### config.mk
export PLATFORM = sky130hd
export DESIGN_NAME = fvft_core
export DESIGN_NICKNAME = d
export VERILOG_FILES = /design/src/shared/fvft_pkg.sv /design/src/rtl/fvft_crc.sv /design/src/rtl/fvft_core.sv
export SDC_FILE = /design/constraint.sdc
export NUM_CORES = 1
export LEC_CHECK = 0
export BUFFER_PORTS_ARGS = -buffer_cell sky130_fd_sc_hd__buf_2
export CORE_MARGIN = 4
export CORE_UTILIZATION = 40
export DETAILED_ROUTE_END_ITERATION = 8
export GPL_TIMING_DRIVEN = 0
export SYNTH_ARGS = -nofsm -noshare
export SYNTH_HDL_FRONTEND = slang
export SYNTH_HIERARCHICAL = 1
export SYNTH_SLANG_ARGS = --single-unit
### constraint.sdc
create_clock -name clk -period 10.25 [get_ports clk]
set_clock_uncertainty 0.15 [all_clocks]
set_input_delay 0.5125 -clock clk [delete_from_list [all_inputs] [get_ports clk]]
set_output_delay 0.5125 -clock clk [all_outputs]
set_load 0.02 [all_outputs]
### src/shared/fvft_pkg.sv
// constants and types shared by the verify and format track engine
package fvft_pkg;
  // register addresses
  localparam logic [3:0] ADDR_CTRL = 4'h0;
  localparam logic [3:0] ADDR_STATUS = 4'h1;
  localparam logic [3:0] ADDR_SECTOR = 4'h2;
  localparam logic [3:0] ADDR_EOT = 4'h3;
  localparam logic [3:0] ADDR_COUNT = 4'h4;
  localparam logic [3:0] ADDR_SIZE = 4'h5;
  localparam logic [3:0] ADDR_GAP = 4'h6;
  localparam logic [3:0] ADDR_FILL = 4'h7;
  localparam logic [3:0] ADDR_SPS = 4'h8;
  localparam logic [3:0] ADDR_ID = 4'h9;
  // control register bit positions
  localparam int CTRL_VERIFY = 0;
  localparam int CTRL_FORMAT = 1;
  localparam int CTRL_MT = 2;
  localparam int CTRL_EC = 3;
  localparam int CTRL_MFM = 4;
  localparam int CTRL_PERP = 5;
  // reset values
  localparam logic [7:0] RST_SECTOR = 8'h01;
  localparam logic [7:0] RST_EOT = 8'h01;
  localparam logic [7:0] RST_COUNT = 8'hFF;
  localparam logic [7:0] RST_SPS = 8'h12;
  localparam logic [7:0] RST_GAP = 8'h1B;
  localparam logic [7:0] RST_FILL = 8'hE5;
  // byte values written on the track
  localparam logic [7:0] GAP_MFM = 8'h4E;
  localparam logic [7:0] GAP_FM = 8'hFF;
  localparam logic [7:0] SYNC_BYTE = 8'h00;
  localparam logic [7:0] IAM_PRE = 8'hC2;
  localparam logic [7:0] IAM_BYTE = 8'hFC;
  localparam logic [7:0] AM_PRE = 8'hA1;
  localparam logic [7:0] IDAM_BYTE = 8'hFE;
  localparam logic [7:0] DAM_BYTE = 8'hFB;
  // field lengths in bytes and the full sector count
  localparam logic [15:0] GAP4A_MFM = 16'd80;
  localparam logic [15:0] GAP4A_FM = 16'd40;
  localparam logic [15:0] SYNC_MFM = 16'd12;
  localparam logic [15:0] SYNC_FM = 16'd6;
  localparam logic [15:0] GAP1_MFM = 16'd50;
  localparam logic [15:0] GAP1_FM = 16'd26;
  localparam logic [15:0] GAP2_MFM = 16'd22;
  localparam logic [15:0] GAP2_PERP = 16'd41;
  localparam logic [15:0] GAP2_FM = 16'd11;
  localparam logic [15:0] PRE_RUN = 16'd3;
  localparam logic [15:0] ONE_BYTE = 16'd1;
  localparam logic [15:0] ID_BYTES = 16'd4;
  localparam logic [15:0] CRC_BYTES = 16'd2;
  localparam logic [15:0] BASE_SECTOR = 16'd128;
  localparam logic [15:0] MARK_MFM = 16'd4;
  localparam logic [9:0] FULL_COUNT = 10'd256;
  localparam logic [2:0] ID_FULL = 3'd4;
  // crc generator
  localparam logic [15:0] CRC_POLY = 16'h1021;
  localparam logic [15:0] CRC_PRESET = 16'hFFFF;

  typedef enum logic [1:0] {
    V_IDLE = 2'b00,
    V_SEEK = 2'b01,
    V_DATA = 2'b10,
    V_CHECK = 2'b11
  } fvft_vph_t;

  typedef enum logic [4:0] {
    F_IDLE = 5'b00000, F_WAITIDX = 5'b00001, F_GAP4A = 5'b00010,
    F_SYNC0 = 5'b00011, F_IAMPRE = 5'b00100, F_IAM = 5'b00101,
    F_GAP1 = 5'b00110, F_SYNC1 = 5'b00111, F_IDPRE = 5'b01000,
    F_IDMARK = 5'b01001, F_IDFLD = 5'b01010, F_IDCRC = 5'b01011,
    F_GAP2 = 5'b01100, F_SYNC2 = 5'b01101, F_DAMPRE = 5'b01110,
    F_DAM = 5'b01111, F_DATA = 5'b10000, F_DCRC = 5'b10001,
    F_GAP3 = 5'b10010, F_GAP4B = 5'b10011
  } fvft_fph_t;

  typedef struct packed {
    logic [3:0] addr;
    logic [7:0] wrData;
    logic wr;
    logic rd;
  } fvft_bus_t;

  typedef struct packed {
    logic [15:0] len;
    logic [7:0] val;
    logic mark;
  } fvft_field_t;
endpackage : fvft_pkg

### src/rtl/fvft_crc.sv
// byte-wide crc generator, one byte per enabled clock
`timescale 1ns/10ps
module fvft_crc (
  input wire logic clk,
  input wire logic rstn,
  input wire logic init,
  input wire logic en,
  input wire logic [7:0] data,
  output logic [15:0] crc
);
  typedef struct packed {
    logic [15:0] crc;
  } fvft_crc_st_t;

  fvft_crc_st_t s_r;
  fvft_crc_st_t s_nxt;
  logic [15:0] stage [0:8];

  // one shift stage per data bit, msb first
  assign stage[0] = s_r.crc;
  for (genvar gi = 0; gi < 8; gi++) begin : g_bit
    assign stage[gi + 1] = {stage[gi][14:0], 1'b0}
      ^ ((stage[gi][15] ^ data[7 - gi]) ? fvft_pkg::CRC_POLY : 16'h0000);
  end

  // preset wins over update
  always_comb begin
    s_nxt = s_r;
    if (init) begin
      s_nxt.crc = fvft_pkg::CRC_PRESET;
    end else if (en) begin
      s_nxt.crc = stage[8];
    end
  end

  always_ff @(posedge clk or negedge rstn) begin
    if (!rstn) begin
      s_r <= '{crc: fvft_pkg::CRC_PRESET};
    end else begin
      s_r <= s_nxt;
    end
  end

  assign crc = s_r.crc;
endmodule : fvft_crc

### src/rtl/fvft_core.sv
// sector verify and track format engine of a floppy controller
// What this block does
// - verify reads sector, checks crc, no host data
// - external terminal count never ends verify
// - implicit count: end at zero, zero means 256
// - no implicit count: end after end sector
// - no implicit count: fail if end beyond side
// - implicit count: fail if count or end too big
// - multi track continues verify onto side one
// - format waits for index before writing
// - full track layout, MFM or FM
// - size, count, gap, fill shape the track
// - data field filled with host fill byte
// - format ends at the next index pulse
// - MFM preamble, marks and gap2 lengths
// - FM sync, marks and gap2 lengths, no preamble
`timescale 1ns/10ps
module fvft_core (
  input wire logic clk,
  input wire logic rstn,
  input wire fvft_pkg::fvft_bus_t bus,
  output logic [7:0] regRdData,
  input wire logic indexPulseN,
  input wire logic rdIdValid,
  input wire logic [7:0] rdIdSector,
  input wire logic rdByteValid,
  input wire logic [7:0] rdByte,
  input wire logic byteTick,
  output logic [7:0] wrByte,
  output logic wrStrobe,
  output logic wrMark,
  output logic wrGate,
  output logic headSel
);
  typedef struct packed {
    fvft_pkg::fvft_vph_t vPh;
    fvft_pkg::fvft_fph_t fPh;
    logic [15:0] cnt;
    logic [9:0] left;
    logic [7:0] sector;
    logic head;
    logic busy;
    logic done;
    logic ok;
    logic crcErr;
    logic fmtErr;
    logic idWanted;
    logic [2:0] idCnt;
    logic [31:0] idBuf;
    logic mt;
    logic ec;
    logic mfm;
    logic perp;
    logic [7:0] end_of_track_sector;
    logic [7:0] count;
    logic [2:0] size;
    logic [7:0] gap;
    logic [7:0] fill;
    logic [7:0] sps;
    logic idx1;
    logic idx2;
    logic idx3;
    logic [7:0] rdData;
    logic [7:0] wrByte;
    logic wrStrobe;
    logic wrMark;
    logic wrGate;
  } fvft_st_t;

  fvft_st_t s_r;
  fvft_st_t s_nxt;
  logic crcInit;
  logic crcEn;
  logic [7:0] crcData;
  logic [15:0] crcOut;

  fvft_crc u_crc (
    .clk(clk),
    .rstn(rstn),
    .init(crcInit),
    .en(crcEn),
    .data(crcData),
    .crc(crcOut)
  );

  // length, byte and mark flag of each track field
  function automatic fvft_pkg::fvft_field_t field(
    input fvft_pkg::fvft_fph_t p,
    input fvft_st_t s
  );
    fvft_pkg::fvft_field_t f;
    logic [7:0] g;
    g = s.mfm ? fvft_pkg::GAP_MFM : fvft_pkg::GAP_FM;
    f = '{len: fvft_pkg::ONE_BYTE, val: g, mark: 1'b0};
    case (p)
      fvft_pkg::F_GAP4A: f.len = s.mfm ? fvft_pkg::GAP4A_MFM
                                       : fvft_pkg::GAP4A_FM;
      fvft_pkg::F_GAP1: f.len = s.mfm ? fvft_pkg::GAP1_MFM
                                      : fvft_pkg::GAP1_FM;
      fvft_pkg::F_SYNC0, fvft_pkg::F_SYNC1, fvft_pkg::F_SYNC2: begin
        f.len = s.mfm ? fvft_pkg::SYNC_MFM : fvft_pkg::SYNC_FM;
        f.val = fvft_pkg::SYNC_BYTE;
      end
      fvft_pkg::F_IAMPRE: f = '{fvft_pkg::PRE_RUN, fvft_pkg::IAM_PRE, 1'b1};
      fvft_pkg::F_IDPRE, fvft_pkg::F_DAMPRE:
        f = '{fvft_pkg::PRE_RUN, fvft_pkg::AM_PRE, 1'b1};
      fvft_pkg::F_IAM: f = '{fvft_pkg::ONE_BYTE, fvft_pkg::IAM_BYTE, ~s.mfm};
      fvft_pkg::F_IDMARK:
        f = '{fvft_pkg::ONE_BYTE, fvft_pkg::IDAM_BYTE, ~s.mfm};
      fvft_pkg::F_DAM: f = '{fvft_pkg::ONE_BYTE, fvft_pkg::DAM_BYTE, ~s.mfm};
      fvft_pkg::F_IDFLD: begin
        f.len = fvft_pkg::ID_BYTES;
        f.val = s.idBuf[31:24];
      end
      fvft_pkg::F_IDCRC, fvft_pkg::F_DCRC: begin
        f.len = fvft_pkg::CRC_BYTES;
        f.val = (s.cnt == 16'h0000) ? crcOut[15:8] : crcOut[7:0];
      end
      fvft_pkg::F_GAP2: f.len = !s.mfm ? fvft_pkg::GAP2_FM :
        (s.perp ? fvft_pkg::GAP2_PERP : fvft_pkg::GAP2_MFM);
      fvft_pkg::F_DATA: begin
        f.len = fvft_pkg::BASE_SECTOR << s.size;
        f.val = s.fill;
      end
      fvft_pkg::F_GAP3: f.len = (s.gap == 8'h00) ? fvft_pkg::ONE_BYTE
                                : {8'h00, s.gap};
      default: f.len = fvft_pkg::ONE_BYTE;
    endcase
    return f;
  endfunction : field

  fvft_pkg::fvft_field_t fld;
  logic idxEdge;
  logic [9:0] scEff;
  logic [9:0] remain;
  logic wMt;
  logic wEc;
  logic preOk;
  logic [15:0] vLen;
  logic [7:0] lastOnSide;

  // next state of the whole engine
  always_comb begin
    s_nxt = s_r;
    crcInit = 1'b0;
    crcEn = 1'b0;
    crcData = rdByte;
    s_nxt.idx1 = indexPulseN;
    s_nxt.idx2 = s_r.idx1;
    s_nxt.idx3 = s_r.idx2;
    idxEdge = s_r.idx3 & ~s_r.idx2; // falling edge of the index pin
    s_nxt.rdData = 8'h00;
    s_nxt.wrStrobe = 1'b0;
    fld = field(s_r.fPh, s_r);
    wMt = bus.wrData[fvft_pkg::CTRL_MT];
    wEc = bus.wrData[fvft_pkg::CTRL_EC];
    scEff = (s_r.count == 8'h00) ? fvft_pkg::FULL_COUNT
                                 : {2'b00, s_r.count};
    remain = {2'b00, s_r.sps} - {2'b00, s_r.sector} + 10'd1
           + (wMt ? {2'b00, s_r.sps} : 10'd0);
    // precheck of the start values before any sector is read
    preOk = (s_r.end_of_track_sector <= s_r.sps)
          && (!wEc || (scEff <= remain));
    vLen = (s_r.mfm ? fvft_pkg::MARK_MFM : fvft_pkg::ONE_BYTE)
         + (fvft_pkg::BASE_SECTOR << s_r.size) + fvft_pkg::CRC_BYTES;
    lastOnSide = s_r.ec ? s_r.sps : s_r.end_of_track_sector;

    // register reads, data stand in the next cycle only
    if (bus.rd) begin
      if (bus.addr == fvft_pkg::ADDR_CTRL) begin
        s_nxt.rdData = {2'b00, s_r.perp, s_r.mfm, s_r.ec, s_r.mt, 2'b00};
      end else if (bus.addr == fvft_pkg::ADDR_STATUS) begin
        s_nxt.rdData = {1'b0, s_r.fmtErr, s_r.head, s_r.idWanted,
                        s_r.crcErr, s_r.ok, s_r.done, s_r.busy};
      end else if (bus.addr == fvft_pkg::ADDR_SECTOR) begin
        s_nxt.rdData = s_r.sector;
      end else if (bus.addr == fvft_pkg::ADDR_EOT) begin
        s_nxt.rdData = s_r.end_of_track_sector;
      end else if (bus.addr == fvft_pkg::ADDR_COUNT) begin
        s_nxt.rdData = s_r.count;
      end else if (bus.addr == fvft_pkg::ADDR_SIZE) begin
        s_nxt.rdData = {5'b00000, s_r.size};
      end else if (bus.addr == fvft_pkg::ADDR_GAP) begin
        s_nxt.rdData = s_r.gap;
      end else if (bus.addr == fvft_pkg::ADDR_FILL) begin
        s_nxt.rdData = s_r.fill;
      end else if (bus.addr == fvft_pkg::ADDR_SPS) begin
        s_nxt.rdData = s_r.sps;
      end else begin
        s_nxt.rdData = 8'h00;
      end
    end

    // register writes; parameters are held while a command runs
    if (bus.wr && !s_r.busy) begin
      if (bus.addr == fvft_pkg::ADDR_CTRL) begin
        s_nxt.mt = wMt;
        s_nxt.ec = wEc;
        s_nxt.mfm = bus.wrData[fvft_pkg::CTRL_MFM];
        s_nxt.perp = bus.wrData[fvft_pkg::CTRL_PERP];
        s_nxt.head = 1'b0;
        s_nxt.crcErr = 1'b0;
        s_nxt.fmtErr = 1'b0;
        s_nxt.ok = 1'b0;
        s_nxt.left = scEff;
        if (bus.wrData[fvft_pkg::CTRL_VERIFY]) begin
          s_nxt.done = !preOk; // invalid start ends at once
          s_nxt.busy = preOk;
          s_nxt.vPh = preOk ? fvft_pkg::V_SEEK : fvft_pkg::V_IDLE;
        end else if (bus.wrData[fvft_pkg::CTRL_FORMAT]) begin
          s_nxt.done = 1'b0;
          s_nxt.busy = 1'b1;
          s_nxt.idWanted = (s_r.idCnt != fvft_pkg::ID_FULL);
          s_nxt.fPh = fvft_pkg::F_WAITIDX;
        end
      end else if (bus.addr == fvft_pkg::ADDR_SECTOR) begin
        s_nxt.sector = bus.wrData;
      end else if (bus.addr == fvft_pkg::ADDR_EOT) begin
        s_nxt.end_of_track_sector = bus.wrData;
      end else if (bus.addr == fvft_pkg::ADDR_COUNT) begin
        s_nxt.count = bus.wrData;
      end else if (bus.addr == fvft_pkg::ADDR_SIZE) begin
        s_nxt.size = bus.wrData[2:0];
      end else if (bus.addr == fvft_pkg::ADDR_GAP) begin
        s_nxt.gap = bus.wrData;
      end else if (bus.addr == fvft_pkg::ADDR_FILL) begin
        s_nxt.fill = bus.wrData;
      end else if (bus.addr == fvft_pkg::ADDR_SPS) begin
        s_nxt.sps = bus.wrData;
      end
    end
    // id bytes are taken at any time, oldest byte ends up on top
    if (bus.wr && bus.addr == fvft_pkg::ADDR_ID) begin
      s_nxt.idBuf = {s_r.idBuf[23:0], bus.wrData};
      if (s_r.idCnt != fvft_pkg::ID_FULL) begin
        s_nxt.idCnt = s_r.idCnt + 3'd1;
      end
      s_nxt.idWanted = 1'b0;
    end

    // verify engine; no terminal count input exists here
    case (s_r.vPh)
      fvft_pkg::V_SEEK: begin
        crcInit = 1'b1;
        s_nxt.cnt = 16'h0000;
        if (rdIdValid && rdIdSector == s_r.sector) begin
          s_nxt.vPh = fvft_pkg::V_DATA;
        end
      end
      fvft_pkg::V_DATA: begin
        if (rdByteValid) begin
          crcEn = 1'b1;
          s_nxt.cnt = s_r.cnt + 16'd1;
          if (s_r.cnt == vLen - 16'd1) begin
            s_nxt.vPh = fvft_pkg::V_CHECK;
          end
        end
      end
      fvft_pkg::V_CHECK: begin
        s_nxt.vPh = fvft_pkg::V_SEEK;
        s_nxt.left = s_r.left - 10'd1;
        if (crcOut != 16'h0000) begin
          s_nxt.crcErr = 1'b1;
          s_nxt.vPh = fvft_pkg::V_IDLE;
          s_nxt.busy = 1'b0;
          s_nxt.done = 1'b1;
        end else if (s_r.ec ? (s_r.left == 10'd1)
            : (s_r.sector == s_r.end_of_track_sector && (!s_r.mt || s_r.head))) begin
          s_nxt.ok = 1'b1;
          s_nxt.vPh = fvft_pkg::V_IDLE;
          s_nxt.busy = 1'b0;
          s_nxt.done = 1'b1;
        end else if (s_r.sector == lastOnSide && s_r.mt && !s_r.head) begin
          s_nxt.head = 1'b1;
          s_nxt.sector = 8'h01;
        end else begin
          s_nxt.sector = s_r.sector + 8'd1;
        end
      end
      default: ;
    endcase

    // format engine
    if (s_r.fPh == fvft_pkg::F_WAITIDX) begin
      if (idxEdge) begin
        s_nxt.fPh = fvft_pkg::F_GAP4A;
        s_nxt.cnt = 16'h0000;
        s_nxt.wrGate = 1'b1;
      end
    end else if (s_r.fPh != fvft_pkg::F_IDLE && idxEdge) begin
      s_nxt.fPh = fvft_pkg::F_IDLE;
      s_nxt.wrGate = 1'b0;
      s_nxt.busy = 1'b0;
      s_nxt.done = 1'b1;
      s_nxt.ok = 1'b1;
    end else if (s_r.fPh != fvft_pkg::F_IDLE && byteTick) begin
      s_nxt.wrByte = fld.val;
      s_nxt.wrMark = fld.mark;
      s_nxt.wrStrobe = 1'b1;
      s_nxt.cnt = s_r.cnt + 16'd1;
      crcData = fld.val;
      crcInit = (s_r.fPh == fvft_pkg::F_SYNC1)
              || (s_r.fPh == fvft_pkg::F_SYNC2);
      crcEn = (s_r.fPh >= fvft_pkg::F_IDPRE && s_r.fPh <= fvft_pkg::F_IDFLD)
            || (s_r.fPh >= fvft_pkg::F_DAMPRE && s_r.fPh <= fvft_pkg::F_DATA);
      if (s_r.fPh == fvft_pkg::F_IDFLD) begin
        s_nxt.idBuf = {s_r.idBuf[23:0], 8'h00};
      end
      if (s_r.fPh == fvft_pkg::F_GAP4B) begin
        s_nxt.cnt = 16'h0000;
      end else if (s_r.cnt == fld.len - 16'd1) begin
        s_nxt.cnt = 16'h0000;
        case (s_r.fPh)
          fvft_pkg::F_GAP4A: s_nxt.fPh = fvft_pkg::F_SYNC0;
          fvft_pkg::F_SYNC0: s_nxt.fPh = s_r.mfm ? fvft_pkg::F_IAMPRE
                                                 : fvft_pkg::F_IAM;
          fvft_pkg::F_IAMPRE: s_nxt.fPh = fvft_pkg::F_IAM;
          fvft_pkg::F_IAM: s_nxt.fPh = fvft_pkg::F_GAP1;
          fvft_pkg::F_GAP1: s_nxt.fPh = fvft_pkg::F_SYNC1;
          fvft_pkg::F_SYNC1: begin
            if (s_r.idCnt != fvft_pkg::ID_FULL) begin
              s_nxt.fmtErr = 1'b1; // ids missing, stop writing
              s_nxt.fPh = fvft_pkg::F_IDLE;
              s_nxt.wrGate = 1'b0;
              s_nxt.busy = 1'b0;
              s_nxt.done = 1'b1;
            end else begin
              s_nxt.fPh = s_r.mfm ? fvft_pkg::F_IDPRE : fvft_pkg::F_IDMARK;
            end
          end
          fvft_pkg::F_IDPRE: s_nxt.fPh = fvft_pkg::F_IDMARK;
          fvft_pkg::F_IDMARK: s_nxt.fPh = fvft_pkg::F_IDFLD;
          fvft_pkg::F_IDFLD: begin
            s_nxt.fPh = fvft_pkg::F_IDCRC;
            s_nxt.idCnt = 3'd0;
            s_nxt.idWanted = 1'b1;
          end
          fvft_pkg::F_IDCRC: s_nxt.fPh = fvft_pkg::F_GAP2;
          fvft_pkg::F_GAP2: s_nxt.fPh = fvft_pkg::F_SYNC2;
          fvft_pkg::F_SYNC2: s_nxt.fPh = s_r.mfm ? fvft_pkg::F_DAMPRE
                                                 : fvft_pkg::F_DAM;
          fvft_pkg::F_DAMPRE: s_nxt.fPh = fvft_pkg::F_DAM;
          fvft_pkg::F_DAM: s_nxt.fPh = fvft_pkg::F_DATA;
          fvft_pkg::F_DATA: s_nxt.fPh = fvft_pkg::F_DCRC;
          fvft_pkg::F_DCRC: s_nxt.fPh = fvft_pkg::F_GAP3;
          fvft_pkg::F_GAP3: begin
            s_nxt.left = s_r.left - 10'd1;
            s_nxt.fPh = (s_r.left == 10'd1) ? fvft_pkg::F_GAP4B
                                            : fvft_pkg::F_SYNC1;
          end
          default: s_nxt.fPh = fvft_pkg::F_GAP4B;
        endcase
      end
    end
  end

  // state register
  always_ff @(posedge clk or negedge rstn) begin
    if (!rstn) begin
      s_r <= '{vPh: fvft_pkg::V_IDLE, fPh: fvft_pkg::F_IDLE,
               sector: fvft_pkg::RST_SECTOR, end_of_track_sector: fvft_pkg::RST_EOT,
               count: fvft_pkg::RST_COUNT, gap: fvft_pkg::RST_GAP,
               fill: fvft_pkg::RST_FILL, sps: fvft_pkg::RST_SPS,
               idx1: 1'b1, idx2: 1'b1, idx3: 1'b1, default: '0};
    end else begin
      s_r <= s_nxt;
    end
  end

  // outputs straight from the state register
  assign regRdData = s_r.rdData;
  assign wrByte = s_r.wrByte;
  assign wrStrobe = s_r.wrStrobe;
  assign wrMark = s_r.wrMark;
  assign wrGate = s_r.wrGate;
  assign headSel = s_r.head;
endmodule : fvft_core

==> results.sh <==
export IMPL_status="completed"
export IMPL_worst_ep_arrival_time_ps=5020
export IMPL_start_util=0.406
export IMPL_synth_cell_types=86
export IMPL_die_area_sq_mm=0.0340
export IMPL_crit_type="register to register"
export IMPL_drcViolationCount=0
export IMPL_avgSynthCellArea_sq_um=8.90
export IMPL_fin_nets=1553
export IMPL_ant_nets=0
export IMPL_synth_edf_count=0
export IMPL_cts_root_buf="clkbuf_16"
export IMPL_startpoint_type="register"
export IMPL_grt_pass1_vias=10600
export IMPL_finalHoldViolations=0
export IMPL_clk_path_buf_depth=2
export IMPL_core_sq_mm=0.0306
export IMPL_fp_dieH_microns=184
export IMPL_postSynth_asyncResetShare=1.00
export IMPL_chipWidth_microns=184
export IMPL_diodes=0
export IMPL_reg2reg_depth=22
export IMPL_setup_violations=0
export IMPL_clock_latency_ps=450
export IMPL_syn_area_sq_mm=0.0124
export IMPL_clock_fmax_ghz=0.206
export IMPL_ys_ff_latch=168
export IMPL_min_from="s_nxt[20]$_DFF_PN1_"
export IMPL_period_needed_ps=4850
export IMPL_yosys_area_top_type_share=0.258
export IMPL_io_buffers=52
export IMPL_rsz0062_at_grt="no"
export IMPL_htree_levels=4
export IMPL_ys_flop_type="dfrtp_1"
export IMPL_synth_common_cells="dfrtp_1 (128), nand2_1 (124), nor2_1 (91), a21oi_1 (77), clkbuf_1 (76)"
export IMPL_grt_pass1_wl_mm=60.6
export IMPL_cts_tree="yes"
export IMPL_grtUsageTotal=0.226
export IMPL_netlist_instances=1396
export IMPL_dpl_hpwl_mm=28.5
export IMPL_syn_num_nets=1479
export IMPL_totalWireLength_mm=38.3
export IMPL_yosysWarnings=6
export IMPL_num_vias=11000
export IMPL_min_path_cells=0
export IMPL_max_cap_violations=0
export IMPL_viasPerCell=5.84
export IMPL_reg2reg_to="s_r[108]$_DFF_PN0_"
export IMPL_power_density_mw_per_mm2=271
export IMPL_cts_sinks=168
export IMPL_hold_class="register to register"
export IMPL_yosysMostFrequentCell="dfrtp_1"
export IMPL_cp_max_fo=6
export IMPL_io_pins=56
export IMPL_drt_first_pass_iters=9
export IMPL_layout_drive_gt1_share=0.175
export IMPL_worstReg2RegStart="s_r[22]$_DFFE_PN0P_"
export IMPL_post_drt_wl_per_cell_microns=20.4
export IMPL_p_leak_uw=0.00582
export IMPL_fin_setup_tns_ps=0
export IMPL_yosys_area_top_type="dfrtp_1"
export IMPL_period_share=0.473
export IMPL_tightest_slew_ps=1350
export IMPL_finalMaxSlewViolations=0
export IMPL_num_rows=64
export IMPL_final_util=0.453
export IMPL_gp_congestion=0.956
export IMPL_regToRegSetupSlack_ps=5400
export IMPL_grt_max_degree=121
export IMPL_drtIter0Drc=1057
export IMPL_area_growth_pct=11.5
export IMPL_critical_path_endpoint_type="register"
export IMPL_cts_repair_resized=0
export IMPL_grt_overflow_total=0
export IMPL_path_clk_slew_ps=90
export IMPL_synth_area_leaders="dfrtp_1 (26%), dfstp_2 (8.5%), mux2_2 (6.4%)"
export IMPL_yosysSeqAreaShare=0.342
export IMPL_vdd_drop_max_mv=0.114
export IMPL_maxSlewHeadroom=0.0956
export IMPL_antenna_found_initial=0
export IMPL_cts_buffers=17
export IMPL_hold_end="s_nxt[19]$_DFF_PN1_"
export IMPL_cp_required_ps=10420
[sequential cells by signal, indices dropped and copies added (netlist names)]
| name | flops |
|---|---|
| s_r | 130 |
| headSel | 1 |
| wrStrobe | 1 |
| wrByte | 8 |
| wrMark | 1 |
| regRdData | 8 |
| s_nxt | 2 |
| u_crc/crc | 16 |
| wrGate | 1 |
[layout by cell type (no fill, tap or decap), drive strengths merged, types with 45 or more instances in the layout]
master  instances
inv            59
o21ai          65
mux2           71
nor2           91
a21oi          77
xnor2          60
dfrtp         128
clkbuf         94
buf            91
nand2         125
ha             45
[how the worst max path moves through the flow]
stage,startpoint,to,slack (ps),depth (start not counted)
6_report,s_r[22]$_DFFE_PN0P_,s_r[108]$_DFF_PN0_,5400,22
5_1_grt,s_r[22]$_DFFE_PN0P_,s_r[108]$_DFF_PN0_,4960,22
4_1_cts,s_r[22]$_DFFE_PN0P_,s_r[108]$_DFF_PN0_,5430,22
3_5_place_dp,bus[4],s_r[108]$_DFF_PN0_,5430,20
3_3_place_gp,bus[4],s_r[108]$_DFF_PN0_,5460,20
2_1_floorplan,s_r[23]$_DFFE_PN1P_,s_r[108]$_DFF_PN0_,6050,21
[worst max-delay path: stages, from the launching register on]
cell	delay, ps
dfrtp_1	510
inv_1	80
ha_1	230
fa_1	410
nor2b_1	130
o21ai_0	110
a21boi_0	240
nor2_1	100
ha_1	320
inv_1	80
a21oi_1	50
o21ai_0	160
nand2b_1	100
a21o_1	180
a21oi_1	170
xor2_1	90
ha_1	320
nand4_1	110
o31ai_1	240
a211o_1	230
a21oi_1	130
a21oi_1	140
or3b_2	440
[power by group]
part,switching (uW),internal (uW),leakage [uW]
clock,342,340,0.000296
combinational,1050,901,0.00347
sequential,231,885,0.00206
[final cells by class]
cell class	instances	area (sq um)
fill	3029	16700
multi-input combinational	1063	7470
sequential	168	4250
buffer	114	520
tap	396	495
clock buffer	18	439
timing repair buffer	55	318
inverter	51	191
clock inverter	14	171
[metrics by stage]
stage	setup WS [ps]	instances	hold WS [ps]	area [sq um]	power, uW
finish	5400	1879	218	13900	3750
global route	4960	1879	220	13900	4040
CTS	5430	1879	217	13900	3760
detailed placement	5430	1845	199	13200	3060
global placement	5460	1844	196	13200	3020
floorplan	6050	1396	66.9	12400	2550
[repair_timing]
action / in CTS / in global routing
hold buffers: 2 / 0
endpoints found under the hold margin: 40 / 0
setup buffers: 0 / 0
[logic make-up (layout without fill, tap and decap cells)]
logic type	Yosys count	in the layout	synth area share
muxes	101	101	0.0885
AOI/OAI and AO/OA	342	342	0.188
and+or+nand+nor	483	483	0.198
xor gates and xnor gates	90	90	0.0774
DFF	168	168	0.342
buffers and inverters	165	252	0.0573
adders and majority gates	47	47	0.0485
[layer usage]
| layer | GRT usage | wire length [microns] |
|---|---|---|
| met5 | 0 | 0 |
| met2 | 0.357 | 17500 |
| met1 | 0.321 | 17600 |
| met4 | 0.0725 | 1080 |
| met3 | 0.0345 | 2120 |
Power figures use the tool's default switching activity.
